--- src/logic/fss_map.svh ---
// command codes, bit positions, masks and reset values of the fault summary bank
`ifndef FSS_MAP_SVH
`define FSS_MAP_SVH

`define FSS_CMD_SUMMARY_BYTE 8'h78
`define FSS_CMD_SUMMARY_WORD 8'h79
`define FSS_CMD_VOUT_DETAIL 8'h7a
`define FSS_CMD_OUTPUT_CURRENT_FAULT_SUMMARY_DETAIL 8'h7b

`define FSS_SB_OFF 6
`define FSS_SB_VOUT_OV 5
`define FSS_SB_OUTPUT_CURRENT_FAULT_SUMMARY_OC 4
`define FSS_SB_VIN_UV 3
`define FSS_SB_TEMP 2
`define FSS_SB_CML 1
`define FSS_SB_OTHER 0

`define FSS_SW_VOUT 15
`define FSS_SW_OUTPUT_CURRENT_FAULT_SUMMARY 14
`define FSS_SW_INPUT 13
`define FSS_SW_MFR 12
`define FSS_SW_PGOOD_N 11

`define FSS_VOUT_OV_BIT 7
`define FSS_VOUT_UV_BIT 4
`define FSS_VOUT_MAX_BIT 3
`define FSS_OUTPUT_CURRENT_FAULT_SUMMARY_OC_BIT 7
`define FSS_OUTPUT_CURRENT_FAULT_SUMMARY_OCUV_BIT 6
`define FSS_OUTPUT_CURRENT_FAULT_SUMMARY_SHARE_BIT 3

`define FSS_IN_OV_BIT 7
`define FSS_IN_UV_BIT 4
`define FSS_IN_OC_BIT 2
`define FSS_TEMP_OT_BIT 7
`define FSS_TEMP_OTW_BIT 6
`define FSS_TEMP_UT_BIT 4
`define FSS_CML_BAD_CMD_BIT 7
`define FSS_CML_BAD_DATA_BIT 6
`define FSS_CML_PEC_BIT 5
`define FSS_CML_MEM_BIT 4
`define FSS_CML_PROC_BIT 3
`define FSS_CML_COMM_BIT 1
`define FSS_CML_LOGIC_BIT 0
`define FSS_MFR_NVM_FULL_BIT 1

`define FSS_VOUT_DETAIL_MASK 8'h98
`define FSS_OUTPUT_CURRENT_FAULT_SUMMARY_DETAIL_MASK 8'hc8
`define FSS_INPUT_DETAIL_MASK 8'h94
`define FSS_TEMP_DETAIL_MASK 8'hd0
`define FSS_CML_DETAIL_MASK 8'hfb
`define FSS_MFR_DETAIL_MASK 8'h02

`define FSS_DETAIL_RESET 8'h00
`define FSS_WORD_RESET 16'h0000

`endif

--- src/logic/fss_pkg.sv ---
// types shared by the fault summary bank
package fss_pkg;
  typedef logic [7:0] fss_byte_t;
  typedef logic [15:0] fss_word_t;
  typedef enum logic [1:0] {
    FSS_RSP_OK,
    FSS_RSP_BAD_CMD,
    FSS_RSP_READ_ONLY
  } fss_rsp_t;
endpackage : fss_pkg

--- src/logic/fss_status_bank.sv ---
// read-only fault summary and per-output detail status bank
// Functional notes
// - byte bit 6 set while any output unpowered
// - bits 5,4,3 are ov, oc, vin uv
// - bit 2 temperature, bit 1 comm/memory/logic
// - bit 0 flags any other status change
// - summaries gather faults from both outputs
// - word low byte equals summary byte
// - word bits 15..12 vout, output_current_fault_summary, input, maker
// - word bit 11 set when power not good
// - voltage detail: ov 7, uv 4, max 3
// - current detail: oc 7, ocuv 6, share 3
// - detail reads follow the selected page
// - host writes never change status contents
// - comm summary covers bad command, data, packet
// - temperature summary covers ot, otw, ut
`include "fss_map.svh"
module fss_status_bank (
  input wire logic clock,
  input wire logic rst_n,
  input wire logic clear_faults,
  input wire logic [1:0] rail_power_on,
  input wire logic [1:0] rail_power_good,
  input wire logic [1:0] rail_ov_fault,
  input wire logic [1:0] rail_uv_fault,
  input wire logic [1:0] rail_vmax_warn,
  input wire logic [1:0] rail_oc_fault,
  input wire logic [1:0] rail_ocuv_fault,
  input wire logic [1:0] rail_share_fault,
  input wire logic vin_ov_fault,
  input wire logic input_undervoltage_fault,
  input wire logic iin_oc_fault,
  input wire logic temp_ot_fault,
  input wire logic temp_ot_warn,
  input wire logic temp_ut_fault,
  input wire logic cml_invalid_cmd,
  input wire logic cml_invalid_data,
  input wire logic cml_packet_error,
  input wire logic cml_memory_fault,
  input wire logic cml_processor_fault,
  input wire logic cml_other_comm,
  input wire logic cml_other_logic,
  input wire logic nvm_full,
  input wire logic other_status_change,
  input wire logic page_sel,
  input wire logic cmd_valid,
  input wire logic cmd_write,
  input wire logic [7:0] cmd_code,
  output logic rsp_valid,
  output fss_pkg::fss_word_t rsp_data,
  output fss_pkg::fss_rsp_t rsp_kind
);
  fss_pkg::fss_byte_t vout_detail [2];
  fss_pkg::fss_byte_t output_current_fault_summary_detail [2];

  for (genvar r = 0; r < 2; r++) begin : g_rail
    fss_rail_status u_rail (
      .clock(clock),
      .rst_n(rst_n),
      .clear_faults(clear_faults),
      .ov_fault(rail_ov_fault[r]),
      .uv_fault(rail_uv_fault[r]),
      .vmax_warn(rail_vmax_warn[r]),
      .oc_fault(rail_oc_fault[r]),
      .ocuv_fault(rail_ocuv_fault[r]),
      .share_fault(rail_share_fault[r]),
      .vout_detail(vout_detail[r]),
      .output_current_fault_summary_detail(output_current_fault_summary_detail[r])
    );
  end

  // global sticky detail flags feeding the summary
  fss_pkg::fss_byte_t input_reg;
  fss_pkg::fss_byte_t input_next;
  fss_pkg::fss_byte_t temp_reg;
  fss_pkg::fss_byte_t temp_next;
  fss_pkg::fss_byte_t cml_reg;
  fss_pkg::fss_byte_t cml_next;
  fss_pkg::fss_byte_t mfr_reg;
  fss_pkg::fss_byte_t mfr_next;
  logic other_reg;
  logic other_next;
  fss_pkg::fss_byte_t input_set;
  fss_pkg::fss_byte_t temp_set;
  fss_pkg::fss_byte_t cml_set;
  fss_pkg::fss_byte_t mfr_set;
  fss_pkg::fss_byte_t keep_mask;

  always_comb begin
    input_set = `FSS_DETAIL_RESET;
    temp_set = `FSS_DETAIL_RESET;
    cml_set = `FSS_DETAIL_RESET;
    mfr_set = `FSS_DETAIL_RESET;
    input_set[`FSS_IN_OV_BIT] = vin_ov_fault;
    input_set[`FSS_IN_UV_BIT] = input_undervoltage_fault;
    input_set[`FSS_IN_OC_BIT] = iin_oc_fault;
    temp_set[`FSS_TEMP_OT_BIT] = temp_ot_fault;
    temp_set[`FSS_TEMP_OTW_BIT] = temp_ot_warn;
    temp_set[`FSS_TEMP_UT_BIT] = temp_ut_fault;
    cml_set[`FSS_CML_BAD_CMD_BIT] = cml_invalid_cmd;
    cml_set[`FSS_CML_BAD_DATA_BIT] = cml_invalid_data;
    cml_set[`FSS_CML_PEC_BIT] = cml_packet_error;
    cml_set[`FSS_CML_MEM_BIT] = cml_memory_fault;
    cml_set[`FSS_CML_PROC_BIT] = cml_processor_fault;
    cml_set[`FSS_CML_COMM_BIT] = cml_other_comm;
    cml_set[`FSS_CML_LOGIC_BIT] = cml_other_logic;
    mfr_set[`FSS_MFR_NVM_FULL_BIT] = nvm_full;
    keep_mask = clear_faults ? `FSS_DETAIL_RESET : 8'hff;
    // set wins over clear
    input_next = ((input_reg & keep_mask) | input_set) & `FSS_INPUT_DETAIL_MASK;
    temp_next = ((temp_reg & keep_mask) | temp_set) & `FSS_TEMP_DETAIL_MASK;
    cml_next = ((cml_reg & keep_mask) | cml_set) & `FSS_CML_DETAIL_MASK;
    mfr_next = ((mfr_reg & keep_mask) | mfr_set) & `FSS_MFR_DETAIL_MASK;
    other_next = (other_reg & !clear_faults) | other_status_change;
  end

  always_ff @(posedge clock) begin
    if (!rst_n) begin
      input_reg <= `FSS_DETAIL_RESET;
      temp_reg <= `FSS_DETAIL_RESET;
      cml_reg <= `FSS_DETAIL_RESET;
      mfr_reg <= `FSS_DETAIL_RESET;
      other_reg <= 1'b0;
    end else begin
      input_reg <= input_next;
      temp_reg <= temp_next;
      cml_reg <= cml_next;
      mfr_reg <= mfr_next;
      other_reg <= other_next;
    end
  end

  // summary assembly, global across both rails
  fss_pkg::fss_byte_t summary_byte;
  fss_pkg::fss_word_t summary_word;

  always_comb begin
    summary_byte = `FSS_DETAIL_RESET;
    summary_byte[`FSS_SB_OFF] = !(&rail_power_on);
    summary_byte[`FSS_SB_VOUT_OV] = vout_detail[0][`FSS_VOUT_OV_BIT] | vout_detail[1][`FSS_VOUT_OV_BIT];
    summary_byte[`FSS_SB_OUTPUT_CURRENT_FAULT_SUMMARY_OC] = output_current_fault_summary_detail[0][`FSS_OUTPUT_CURRENT_FAULT_SUMMARY_OC_BIT] | output_current_fault_summary_detail[1][`FSS_OUTPUT_CURRENT_FAULT_SUMMARY_OC_BIT];
    summary_byte[`FSS_SB_VIN_UV] = input_reg[`FSS_IN_UV_BIT];
    summary_byte[`FSS_SB_TEMP] = |temp_reg;
    summary_byte[`FSS_SB_CML] = |cml_reg;
    summary_byte[`FSS_SB_OTHER] = other_reg;
    summary_word = `FSS_WORD_RESET;
    summary_word[7:0] = summary_byte;
    summary_word[`FSS_SW_VOUT] = |(vout_detail[0] | vout_detail[1]);
    summary_word[`FSS_SW_OUTPUT_CURRENT_FAULT_SUMMARY] = |(output_current_fault_summary_detail[0] | output_current_fault_summary_detail[1]);
    summary_word[`FSS_SW_INPUT] = |input_reg;
    summary_word[`FSS_SW_MFR] = |mfr_reg;
    summary_word[`FSS_SW_PGOOD_N] = !(&rail_power_good);
  end

  // command port: one answer per request, next cycle
  logic rsp_valid_reg;
  logic rsp_valid_next;
  fss_pkg::fss_word_t rsp_data_reg;
  fss_pkg::fss_word_t rsp_data_next;
  fss_pkg::fss_rsp_t rsp_kind_reg;
  fss_pkg::fss_rsp_t rsp_kind_next;
  logic known_code;

  always_comb begin
    known_code = 1'b1;
    rsp_data_next = `FSS_WORD_RESET;
    case (cmd_code)
      `FSS_CMD_SUMMARY_BYTE: begin
        rsp_data_next = {8'h00, summary_byte};
      end
      `FSS_CMD_SUMMARY_WORD: begin
        rsp_data_next = summary_word;
      end
      `FSS_CMD_VOUT_DETAIL: begin
        rsp_data_next = {8'h00, vout_detail[page_sel]};
      end
      `FSS_CMD_OUTPUT_CURRENT_FAULT_SUMMARY_DETAIL: begin
        rsp_data_next = {8'h00, output_current_fault_summary_detail[page_sel]};
      end
      default: begin
        known_code = 1'b0;
      end
    endcase
    rsp_valid_next = cmd_valid;
    rsp_kind_next = fss_pkg::FSS_RSP_OK;
    if (!known_code) begin
      rsp_kind_next = fss_pkg::FSS_RSP_BAD_CMD;
      rsp_data_next = `FSS_WORD_RESET;
    end else if (cmd_write) begin
      // status is read-only: the write is refused and stores nothing
      rsp_kind_next = fss_pkg::FSS_RSP_READ_ONLY;
      rsp_data_next = `FSS_WORD_RESET;
    end
    if (!cmd_valid) begin
      rsp_kind_next = fss_pkg::FSS_RSP_OK;
      rsp_data_next = `FSS_WORD_RESET;
    end
  end

  always_ff @(posedge clock) begin
    if (!rst_n) begin
      rsp_valid_reg <= 1'b0;
      rsp_data_reg <= `FSS_WORD_RESET;
      rsp_kind_reg <= fss_pkg::FSS_RSP_OK;
    end else begin
      rsp_valid_reg <= rsp_valid_next;
      rsp_data_reg <= rsp_data_next;
      rsp_kind_reg <= rsp_kind_next;
    end
  end

  assign rsp_valid = rsp_valid_reg;
  assign rsp_data = rsp_data_reg;
  assign rsp_kind = rsp_kind_reg;
endmodule : fss_status_bank

--- src/logic/fss_rail_status.sv ---
// sticky voltage and current detail flags of one output rail
`include "fss_map.svh"
module fss_rail_status (
  input wire logic clock,
  input wire logic rst_n,
  input wire logic clear_faults,
  input wire logic ov_fault,
  input wire logic uv_fault,
  input wire logic vmax_warn,
  input wire logic oc_fault,
  input wire logic ocuv_fault,
  input wire logic share_fault,
  output fss_pkg::fss_byte_t vout_detail,
  output fss_pkg::fss_byte_t output_current_fault_summary_detail
);
  fss_pkg::fss_byte_t vout_reg;
  fss_pkg::fss_byte_t vout_next;
  fss_pkg::fss_byte_t output_current_fault_summary_reg;
  fss_pkg::fss_byte_t output_current_fault_summary_next;
  fss_pkg::fss_byte_t vout_set;
  fss_pkg::fss_byte_t output_current_fault_summary_set;

  always_comb begin
    vout_set = `FSS_DETAIL_RESET;
    output_current_fault_summary_set = `FSS_DETAIL_RESET;
    vout_set[`FSS_VOUT_OV_BIT] = ov_fault;
    vout_set[`FSS_VOUT_UV_BIT] = uv_fault;
    vout_set[`FSS_VOUT_MAX_BIT] = vmax_warn;
    output_current_fault_summary_set[`FSS_OUTPUT_CURRENT_FAULT_SUMMARY_OC_BIT] = oc_fault;
    output_current_fault_summary_set[`FSS_OUTPUT_CURRENT_FAULT_SUMMARY_OCUV_BIT] = ocuv_fault;
    output_current_fault_summary_set[`FSS_OUTPUT_CURRENT_FAULT_SUMMARY_SHARE_BIT] = share_fault;
    // a new fault beats a clear in the same cycle
    vout_next = ((clear_faults ? `FSS_DETAIL_RESET : vout_reg) | vout_set) & `FSS_VOUT_DETAIL_MASK;
    output_current_fault_summary_next = ((clear_faults ? `FSS_DETAIL_RESET : output_current_fault_summary_reg) | output_current_fault_summary_set) & `FSS_OUTPUT_CURRENT_FAULT_SUMMARY_DETAIL_MASK;
  end

  always_ff @(posedge clock) begin
    if (!rst_n) begin
      vout_reg <= `FSS_DETAIL_RESET;
      output_current_fault_summary_reg <= `FSS_DETAIL_RESET;
    end else begin
      vout_reg <= vout_next;
      output_current_fault_summary_reg <= output_current_fault_summary_next;
    end
  end

  assign vout_detail = vout_reg;
  assign output_current_fault_summary_detail = output_current_fault_summary_reg;
endmodule : fss_rail_status

--- config.mk ---
export PLATFORM = sky130hd
export DESIGN_NAME = fss_status_bank
export DESIGN_NICKNAME = d
export VERILOG_FILES = /design/src/logic/fss_pkg.sv /design/src/logic/fss_status_bank.sv /design/src/logic/fss_rail_status.sv
export VERILOG_INCLUDE_DIRS = /design/src /design/src/logic
export SDC_FILE = /design/constraint.sdc
export NUM_CORES = 1
export LEC_CHECK = 0
export ABC_AREA = 0
export BUFFER_PORTS_ARGS = -buffer_cell sky130_fd_sc_hd__buf_2
export CAP_MARGIN = 10
export CORE_MARGIN = 2
export CORE_UTILIZATION = 54
export CTS_CLUSTER_SIZE = 28
export DETAILED_ROUTE_END_ITERATION = 7
export GPL_TIMING_DRIVEN = 0
export PLACE_DENSITY = 0.94
export SLEW_MARGIN = 0
export SYNTH_ARGS = -nofsm -noshare
export SYNTH_HDL_FRONTEND = slang
export SYNTH_HIERARCHICAL = 1
export SYNTH_SLANG_ARGS = --single-unit
--- constraint.sdc ---
create_clock -name clock -period 1.85 [get_ports clock]
set_input_delay 0 -clock clock [delete_from_list [all_inputs] [get_ports clock]]
set_output_delay 0 -clock clock [all_outputs]
set_load 0.01 [all_outputs]
**Yosys cells after proc, flatten, opt, wreduce, memory -nomap -nowiden**

Index checks and enable logic that the tools add are counted.

- Register bits after elaboration: 77
- Input bits: 45
- Output and inout bits: 19

- Order comparisons: 1
- Equality and inequality tests: 4
- Mux-type cells: 15
- Bitwise gates (word level): 22
- Reductions and logical operators: 15

Operators with widths:

| operator | number |
|---|---|
| two-way mux 8 bit | 11 |
| bitwise OR 8 bit | 9 |
| case mux 16 bit (4 select lines) | 1 |
| OR reduction 8 bit | 6 |
| == test 8 x 7 -> 1 bit, second input constant | 4 |
| AND 8 bit | 3 |
| OR reduction 4 bit | 2 |
| AND reduction 2 bit | 3 |
| zero test 1 bit | 3 |
| inverter 1 bit | 3 |
| bitwise OR 1 bit | 3 |
| AND reduction 3 bit | 1 |
| AND 2 bit | 1 |
| >= comparator 2 bit, second input constant | 1 |
| two-way mux 1 bit | 2 |
| two-way mux 2 bit | 1 |
| inverter 1 -> 2 bit | 1 |
| bitwise OR 2 bit | 1 |
| AND 1 bit | 1 |

**Depth between registers and ports, before layout**

Gate-level depths: netlist (run 1).

- Word-level depth: 5
- Depth in mapped cells: 5
- Gate-level depth less buffers: 3

**Modules after synthesis**

The synthesis (run 1) kept the hierarchy.

Modules (own cells, without submodules):

| module | instances | cells each | area each (sq um) | sequential area each (sq um) |
|---|---|---|---|---|
| fss_status_bank | 1 | 135 | 1446.4 | 620.6 |
| fss_rail_status | 2 | 29 | 281.5 | 120.1 |

**Worst setup path before layout (run 1)**

OpenSTA, ideal clock, no wires.

- Kind: register to register
- Start: register g_rail[1].u_rail.output_current_fault_summary_reg[6]
- End: register rsp_data_reg[6] (netlist: rsp_data[6])
- Setup time: 116 ps
- Data arrival time: 926 ps
- Data required time: 1734 ps
- Setup slack: 809 ps
- Cell stages (with the launch flop): 4
- Path buffers: 0
- Clock period less this slack: 1041 ps
- Path through: dfxtp_1 > mux4_2 > nor2b_1 > nor3_2

- Cells in the longest elaborated chain, start to end: 4

RTL lines:

| item | RTL line | RTL |
|---|---|---|
| start, declared | fss_rail_status.sv:18 | `fss_pkg::fss_byte_t output_current_fault_summary_reg;` |
| start signal, assigned | fss_rail_status.sv:40 | `` output_current_fault_summary_reg <= `FSS_DETAIL_RESET; `` |
| start signal, assigned | fss_rail_status.sv:43 | `output_current_fault_summary_reg <= output_current_fault_summary_next;` |
| two-way mux 8 bit (not written as such) (3 in a row) | fss_status_bank.sv:178 | `rsp_data_next = {8'h00, output_current_fault_summary_detail[page_sel]};` |
| case mux 16 bit (4 select lines) | fss_status_bank.sv:167 | `case (cmd_code)` |
| end signal, assigned | fss_status_bank.sv:203 | `` rsp_data_reg <= `FSS_WORD_RESET; `` |
| end signal, assigned | fss_status_bank.sv:207 | `rsp_data_reg <= rsp_data_next;` |
| end, declared | fss_status_bank.sv:158 | `fss_pkg::fss_word_t rsp_data_reg;` |

Every way passes these cells. The select of a mux whose other input is x is not followed.
A chain may end at the register's enable or synchronous reset.

**Final worst setup path (run 1)**

- Start: input cmd_code[7]
- End: register rsp_data_reg[11] (netlist: rsp_data[11])

- Cells in the longest elaborated chain, start to end: 5
- Elaborated cells between the ends (all ways): 9

RTL lines:

| item | RTL line | RTL |
|---|---|---|
| start, declared | fss_status_bank.sv:48 | `input wire logic [7:0] cmd_code,` |
| == test 8 x 7 -> 1 bit | fss_status_bank.sv:167 |  |
| OR reduction 4 bit (no source line) | n/a |  |
| two-way mux 1 bit | fss_status_bank.sv:167 |  |
| inverter 1 bit (no source line) | n/a |  |
| OR reduction 4 bit (no source line) | n/a |  |

Parallel ways exist; a longest one is shown, timed or not.

==> metrics.md, run 1 <==
| Metric | Value |
|---|---|
| Final Non-Filler Cells | `362` |
| Share of layout cells above drive strength 1 | `35.4%` |
| Die Y | `65 microns` |
| Clock Skews | `6.93 ps` |
| Die Wd | `65 microns` |
| DIE AREA | `0.00423 sq mm` |
| CP endpoint kind | `flip-flop` |
| CTS tree | `built` |
| Reg2reg path depth | `3` |
| Detailed-route wire length | `5470 microns` |
| Clock sink count | `43` |
| Syn-to-layout area delta | `43.4%` |
| Clk_lat worst skew | `310 ps` |
| CP delay by family, top | `buffers and inverters` |
| Overall routing resource usage | `27.7%` |
| Yosys warns | `6` |
| CP Max Fanout | `5` |
| Avg WL per Cell | `15.1 microns` |
| Pleak | `1.32 nW` |
| Synth unique cells | `27` |
| Final period util | `95.4%` |
| Synth top area share | `42.8%` |
| Cell with the most instances after synthesis | `dfxtp_1` |
| Drt via density | `5.00` |
| CP max stage delay | `570 ps` |
| Post-CTS Setup Inserts | `0` |
| Iter 0 DRT Violations | `136` |
| Final setup violation count | `0` |
| Post-synth EDFFs | `0` |
| Synth Register Bits | `43` |
| Largest net degree at the start of global routing | `19` |
| IO Port Bufs | `59` |
| Register area share after synthesis | `42.8%` |
| Hold endpoint | `rsp_data[6]$_SDFF_PP0_` |
| Internal reg-to-reg setup slack | `640 ps` |
| Placer Congestion | `0.777` |
| I/O pins | `64` |
| Vias in the first global route | `1916` |
| Critical path cell sequence | `dlygate4sd3_1 > buf_2 > nand4b_4 > nor4_4 > a21boi_0 > dlygate4sd3_1` |
| Slowest cell on the critical path | `dlygate4sd3_1` |
| P per Cell Area | `679 mW/mm^2` |
| DP HPWL | `3240 microns` |
| Initial cell density of the core | `55.7%` |
| Max reg flops | `13` |
| Placed insts | `320` |
| HP Class | `in2reg` |
| DR pass1 iterations | `4` |
| Status | `completed` |
| H-tree Lvls | `2` |
| Max frequency | `566 MHz` |
| Post-Syn Area | `0.00201 sq mm` |
| Remaining DRCs | `0` |
| Core Area | `0.00361 sq mm` |
| Final hold slack | `6.54 ps` |
| Global route overflow | `0` |
| Initial antenna violation count | `0` |
| ANT nets after route | `0` |
| Reg2reg start | `g_rail[1].u_rail/vout_detail[7]$_SDFF_PN0_` |
| Number of buffers created by CTS | `5` |
| Most area-consuming cells after synthesis | `dfxtp_1, nor2b_1, o21a_1` |
| Sum Neg Setup Slack | `0 ps` |
| First-pass GRT wire length | `8570 microns` |
| Vias | `1809` |
| Main flop type after synthesis | `dfxtp_1` |
| Min Clock Period, post-route | `1770 ps` |
| Max Root-Sink Buffers | `2` |
| Setup CP Type | `in2reg` |
| Max-cap viol count | `0` |
| Ant diodes | `0` |
| R2R Path End | `rsp_data[15]$_SDFF_PP0_` |
| Worst Setup Start Kind | `primary input` |
| Rows | `22` |
| Final nets | `358` |
| WP data arrival | `2020 ps` |
| Worst hold stages | `4` |
| Worst hold start | `rail_power_on[0]` |
| Synth Instances | `193` |
| Synth async-reset ratio | `0%` |
| Area leader, netlist | `dfxtp_1` |
| Worst Path Required | `2100 ps` |
| Clk root buf | `clkbuf_8` |
| Top post-synthesis cells by count | `dfxtp_1, nor2b_1, o21a_1` |
| Syn_area_per_cell | `10.4 sq um` |
| Clk pin slew, worst setup/hold paths | `90 ps` |
| Final hold violation count | `0` |
| Critical path buffers and inverters | `3` |
| Unrepaired setup endpoints after global routing | `false` |
| Finished Core Util | `79.9%` |
| Worst path most repeated cell | `dlygate4sd3_1` |
| Slew Viols, Final | `0` |
| Max VDD drop | `650 uV` |
-- power by group --
group | switching, mW | internal [mW] | total [mW]
logic | 0.136 | 0.199 | 0.335
registers | 0.0278 | 0.966 | 0.994
clock network | 0.357 | 0.270 | 0.627
-- cells by family (layout without fill, tap and decap cells) --
| family | after synthesis | in the layout | synth area share [%] |
|---|---|---|---|
| AND/OR/NAND/NOR | 70 | 70 | 23.5 |
| flip-flops | 43 | 43 | 42.8 |
| AO/OA/AOI/OAI | 35 | 35 | 13.0 |
| buffers and inverters | 32 | 133 | 11.1 |
| multiplexers | 10 | 10 | 8.97 |
| other | 3 | 23 | 0.560 |
-- area by class of cell --
class	instances	area [sq um]
buffer	30	216
clock buffer	5	68.8
clock inverter	3	23.8
fill	225	724
inverter	2	7.51
multi-input combinational	138	1010
sequential	43	861
tap	48	60.1
timing repair buffer	93	636
-- how the worst max path moves through the flow --
stage,start,to,slack [ps],cells after the start
floorplan,flip-flop,rsp_data[6]$_SDFF_PP0_,810,3
global placement,rst_n,rsp_data[11]$_SDFF_PP0_,550,5
detailed placement,rst_n,rsp_data[1]$_SDFF_PP0_,540,6
CTS,cmd_code[7],rsp_data[11]$_SDFF_PP0_,60,6
global route,cmd_code[7],rsp_data[11]$_SDFF_PP0_,30,6
finish,cmd_code[7],rsp_data[11]$_SDFF_PP0_,80,6
-- worst reg2reg max path: stages (launching register included) --
cell and delay [ps]:
dfxtp_1 350, nor4_1 370, nand4_1 180, and2_1 210
-- routing by layer --
| layer | up-vias | GRT usage, % | part of all wire [%] |
|---|---|---|---|
| met5 | - | 0 | 0 |
| met2 | 66 | 50.0 | 53 |
| met3 | 21 | 6.94 | 4.9 |
| met1 | 854 | 28.4 | 38 |
| met4 | 0 | 16.8 | 3.8 |
| li1 | 868 | - | - |
-- through the flow --
step           instance area, sq um  setup slack, ps  total power [mW]
4_1_cts                        2870             55.8              1.94
2_1_floorplan                  2080              809              1.18
3_5_place_dp                   2440              536              1.27
6_report                       2880             84.3              1.96
5_1_grt                        2880             34.2              2.04
3_3_place_gp                   2440              547              1.26
-- what timing repair did --
| action | 4_1_cts | 5_1_grt |
|---|---|---|
| hold endpoints to repair | 33 | 0 |
| hold buffers | 34 | 0 |
| endpoints found under the setup margin | 0 | 1 |
| gates resized for setup | 0 | 1 |
-- cells in the final DEF (no fill, tap or decap), drive strengths merged, types with 2 or more instances in the layout --
cell type / n
a21oi: 4
and2: 4
inv: 3
dfxtp: 43
nand4: 2
mux2: 4
nor4: 12
mux4: 6
nor2b: 35
nand4b: 2
o21a: 27
buf: 86
conb: 23
clkinvlp: 2
nand2: 2
o31a: 2
nand3: 2
clkbuf: 8
nor2: 2
nor3: 7
dlygate4sd3: 34
Note: power is estimated with default switching activity, not from simulation.
==> run 2: changes to the inputs <==
- RECOVER_POWER: default -> 100
==> metrics.md, run 2 (synthesis results as in run 1) <==
| Metric | Value |
|---|---|
| CP Max Fanout | `5` |
| Die Y | `65 microns` |
| Placed inst area | `0.00244 sq mm` |
| Ant diodes | `0` |
| Rows | `22` |
| Critical path cell sequence | `dlygate4sd3_1 > buf_2 > nand4b_4 > nor4_4 > a21boi_0 > dlygate4sd3_1` |
| Post-CTS Setup Inserts | `0` |
| Unrepaired setup endpoints after global routing | `false` |
| Reg2reg start | `g_rail[1].u_rail/vout_detail[7]$_SDFF_PN0_` |
| Die Wd | `65 microns` |
| Setup CP Type | `in2reg` |
| Avg WL per Cell | `15.1 microns` |
| Iter 0 DRT Violations | `134` |
| CTS tree | `built` |
| Global route overflow | `0` |
| WP data arrival | `2010 ps` |
| Max VDD drop | `651 uV` |
| HP Class | `in2reg` |
| Hold endpoint | `rsp_data[6]$_SDFF_PP0_` |
| Clk pin slew, worst setup/hold paths | `90 ps` |
| Placer Congestion | `0.777` |
| Core Area | `0.00361 sq mm` |
| Largest net degree at the start of global routing | `19` |
| Initial cell density of the core | `55.7%` |
| Max frequency | `567 MHz` |
| I/O pins | `64` |
| Sum Neg Setup Slack | `0 ps` |
| Drt via density | `5.04` |
| Vias | `1823` |
| Crit path depth | `6` |
| Status | `completed` |
| Clk root buf | `clkbuf_8` |
| Slew @ Worst Pin | `859 ps` |
| Final nets | `358` |
| Layout fillers | `240` |
| First-pass GRT wire length | `8570 microns` |
| Max reg flops | `13` |
| DP HPWL | `3240 microns` |
| Final setup violation count | `0` |
| CP max stage delay | `570 ps` |
| Worst hold stages | `4` |
| Initial antenna violation count | `0` |
| Pleak | `1.24 nW` |
| H-tree Lvls | `2` |
| Share of layout cells above drive strength 1 | `29.0%` |
| Detailed-route wire length | `5460 microns` |
| P per Cell Area | `685 mW/mm^2` |
| Fin area | `0.00285 sq mm` |
| Vias in the first global route | `1916` |
| CP endpoint kind | `flip-flop` |
| Worst Setup Start Kind | `primary input` |
| Critical path buffers and inverters | `3` |
| DIE AREA | `0.00423 sq mm` |
| Max Root-Sink Buffers | `2` |
| Overall routing resource usage | `27.7%` |
| Worst relative slew slack | `42.7%` |
| Reg2reg path depth | `3` |
| Slew Viols, Final | `0` |
| Internal reg-to-reg setup slack | `630 ps` |
| Most frequent cells in the layout | `buf_2, dfxtp_1, nor2b_1` |
| Clock Skews | `6.56 ps` |
| Worst path most repeated cell | `dlygate4sd3_1` |
| Number of buffers created by CTS | `5` |
| Final hold violation count | `0` |
| ANT nets after route | `0` |
| Final period util | `95.3%` |
| DR pass1 iterations | `4` |
| Clock sink count | `43` |
| Slowest cell on the critical path | `dlygate4sd3_1` |
| Max-cap viol count | `0` |
| Min Clock Period, post-route | `1760 ps` |
| IO Port Bufs | `59` |
| Remaining DRCs | `0` |
| CP delay by family, top | `buffers and inverters` |
| Syn-to-layout area delta | `41.7%` |
| Worst hold start | `rail_power_on[0]` |
| R2R Path End | `rsp_data[15]$_SDFF_PP0_` |
| Clk_lat worst skew | `300 ps` |
| Worst Path Required | `2100 ps` |
==> run 2: layout make-up <==
class | instances | area (sq um) | share of cell area [%]
clock inverters | 3 | 23.8 | 0.835
clock buffers | 5 | 68.8 | 2.42
repair buffers | 93 | 613 | 21.5
well taps | 48 | 60.1 | 2.11
plain buffers | 30 | 209 | 7.34
inverters | 2 | 7.51 | 0.264
flip-flops and latches | 43 | 861 | 30.2
multi-input cells | 138 | 1000 | 35.3
==> run 2: worst max path at each step <==
stage | to | from | slack (ps)
final | rsp_data[11]$_SDFF_PP0_ | cmd_code[7] | 90
after detailed placement | rsp_data[1]$_SDFF_PP0_ | rst_n | 540
after global placement | rsp_data[11]$_SDFF_PP0_ | rst_n | 550
after global routing | rsp_data[11]$_SDFF_PP0_ | cmd_valid | 30
after CTS | rsp_data[11]$_SDFF_PP0_ | cmd_code[7] | 60
after floorplan | rsp_data[6]$_SDFF_PP0_ | flip-flop | 810
==> run 2: per-stage QoR <==
stage	util (%)	hold WS [ps]	worst slack (ps)	instances	power (mW)
2_1_floorplan	-	106	809	213	1.18
3_5_place_dp	67.7	199	536	320	1.27
4_1_cts	79.7	3.60	55.8	362	1.94
3_3_place_gp	67.7	185	547	320	1.26
5_1_grt	78.9	8.63	26.0	362	2.03
6_report	78.9	8.21	87.8	362	1.95
==> run 2: tightest hold or removal path, stage by stage <==
cell and delay [ps]:
buf_2 90, nand2_1 50, nor2_1 40, nor3_2 80
==> run 2: what timing repair did <==
item                                    CTS  global route
resized for setup                         0             1
hold buffers                             34             0
endpoints found under the hold margin    33             0
endpoints found under the setup margin    0             1
==> run 2: report_power, final <==
| group | internal [mW] | switching [mW] |
|---|---|---|
| clock | 0.270 | 0.353 |
| sequential | 0.966 | 0.0275 |
| combinational | 0.197 | 0.135 |
| total | 1.43 | 0.515 |
==> run 2: routing by layer <==
| metal | vias up | share of wire [%] | wire (microns) | track usage (%) |
|---|---|---|---|---|
| li1 | 869 | - | - | - |
| met1 | 850 | 38 | 2080 | 28.4 |
| met2 | 86 | 52 | 2860 | 50.0 |
| met3 | 18 | 5.8 | 318 | 6.94 |
| met4 | 0 | 3.6 | 197 | 16.8 |
| met5 | - | 0 | 0 | 0 |
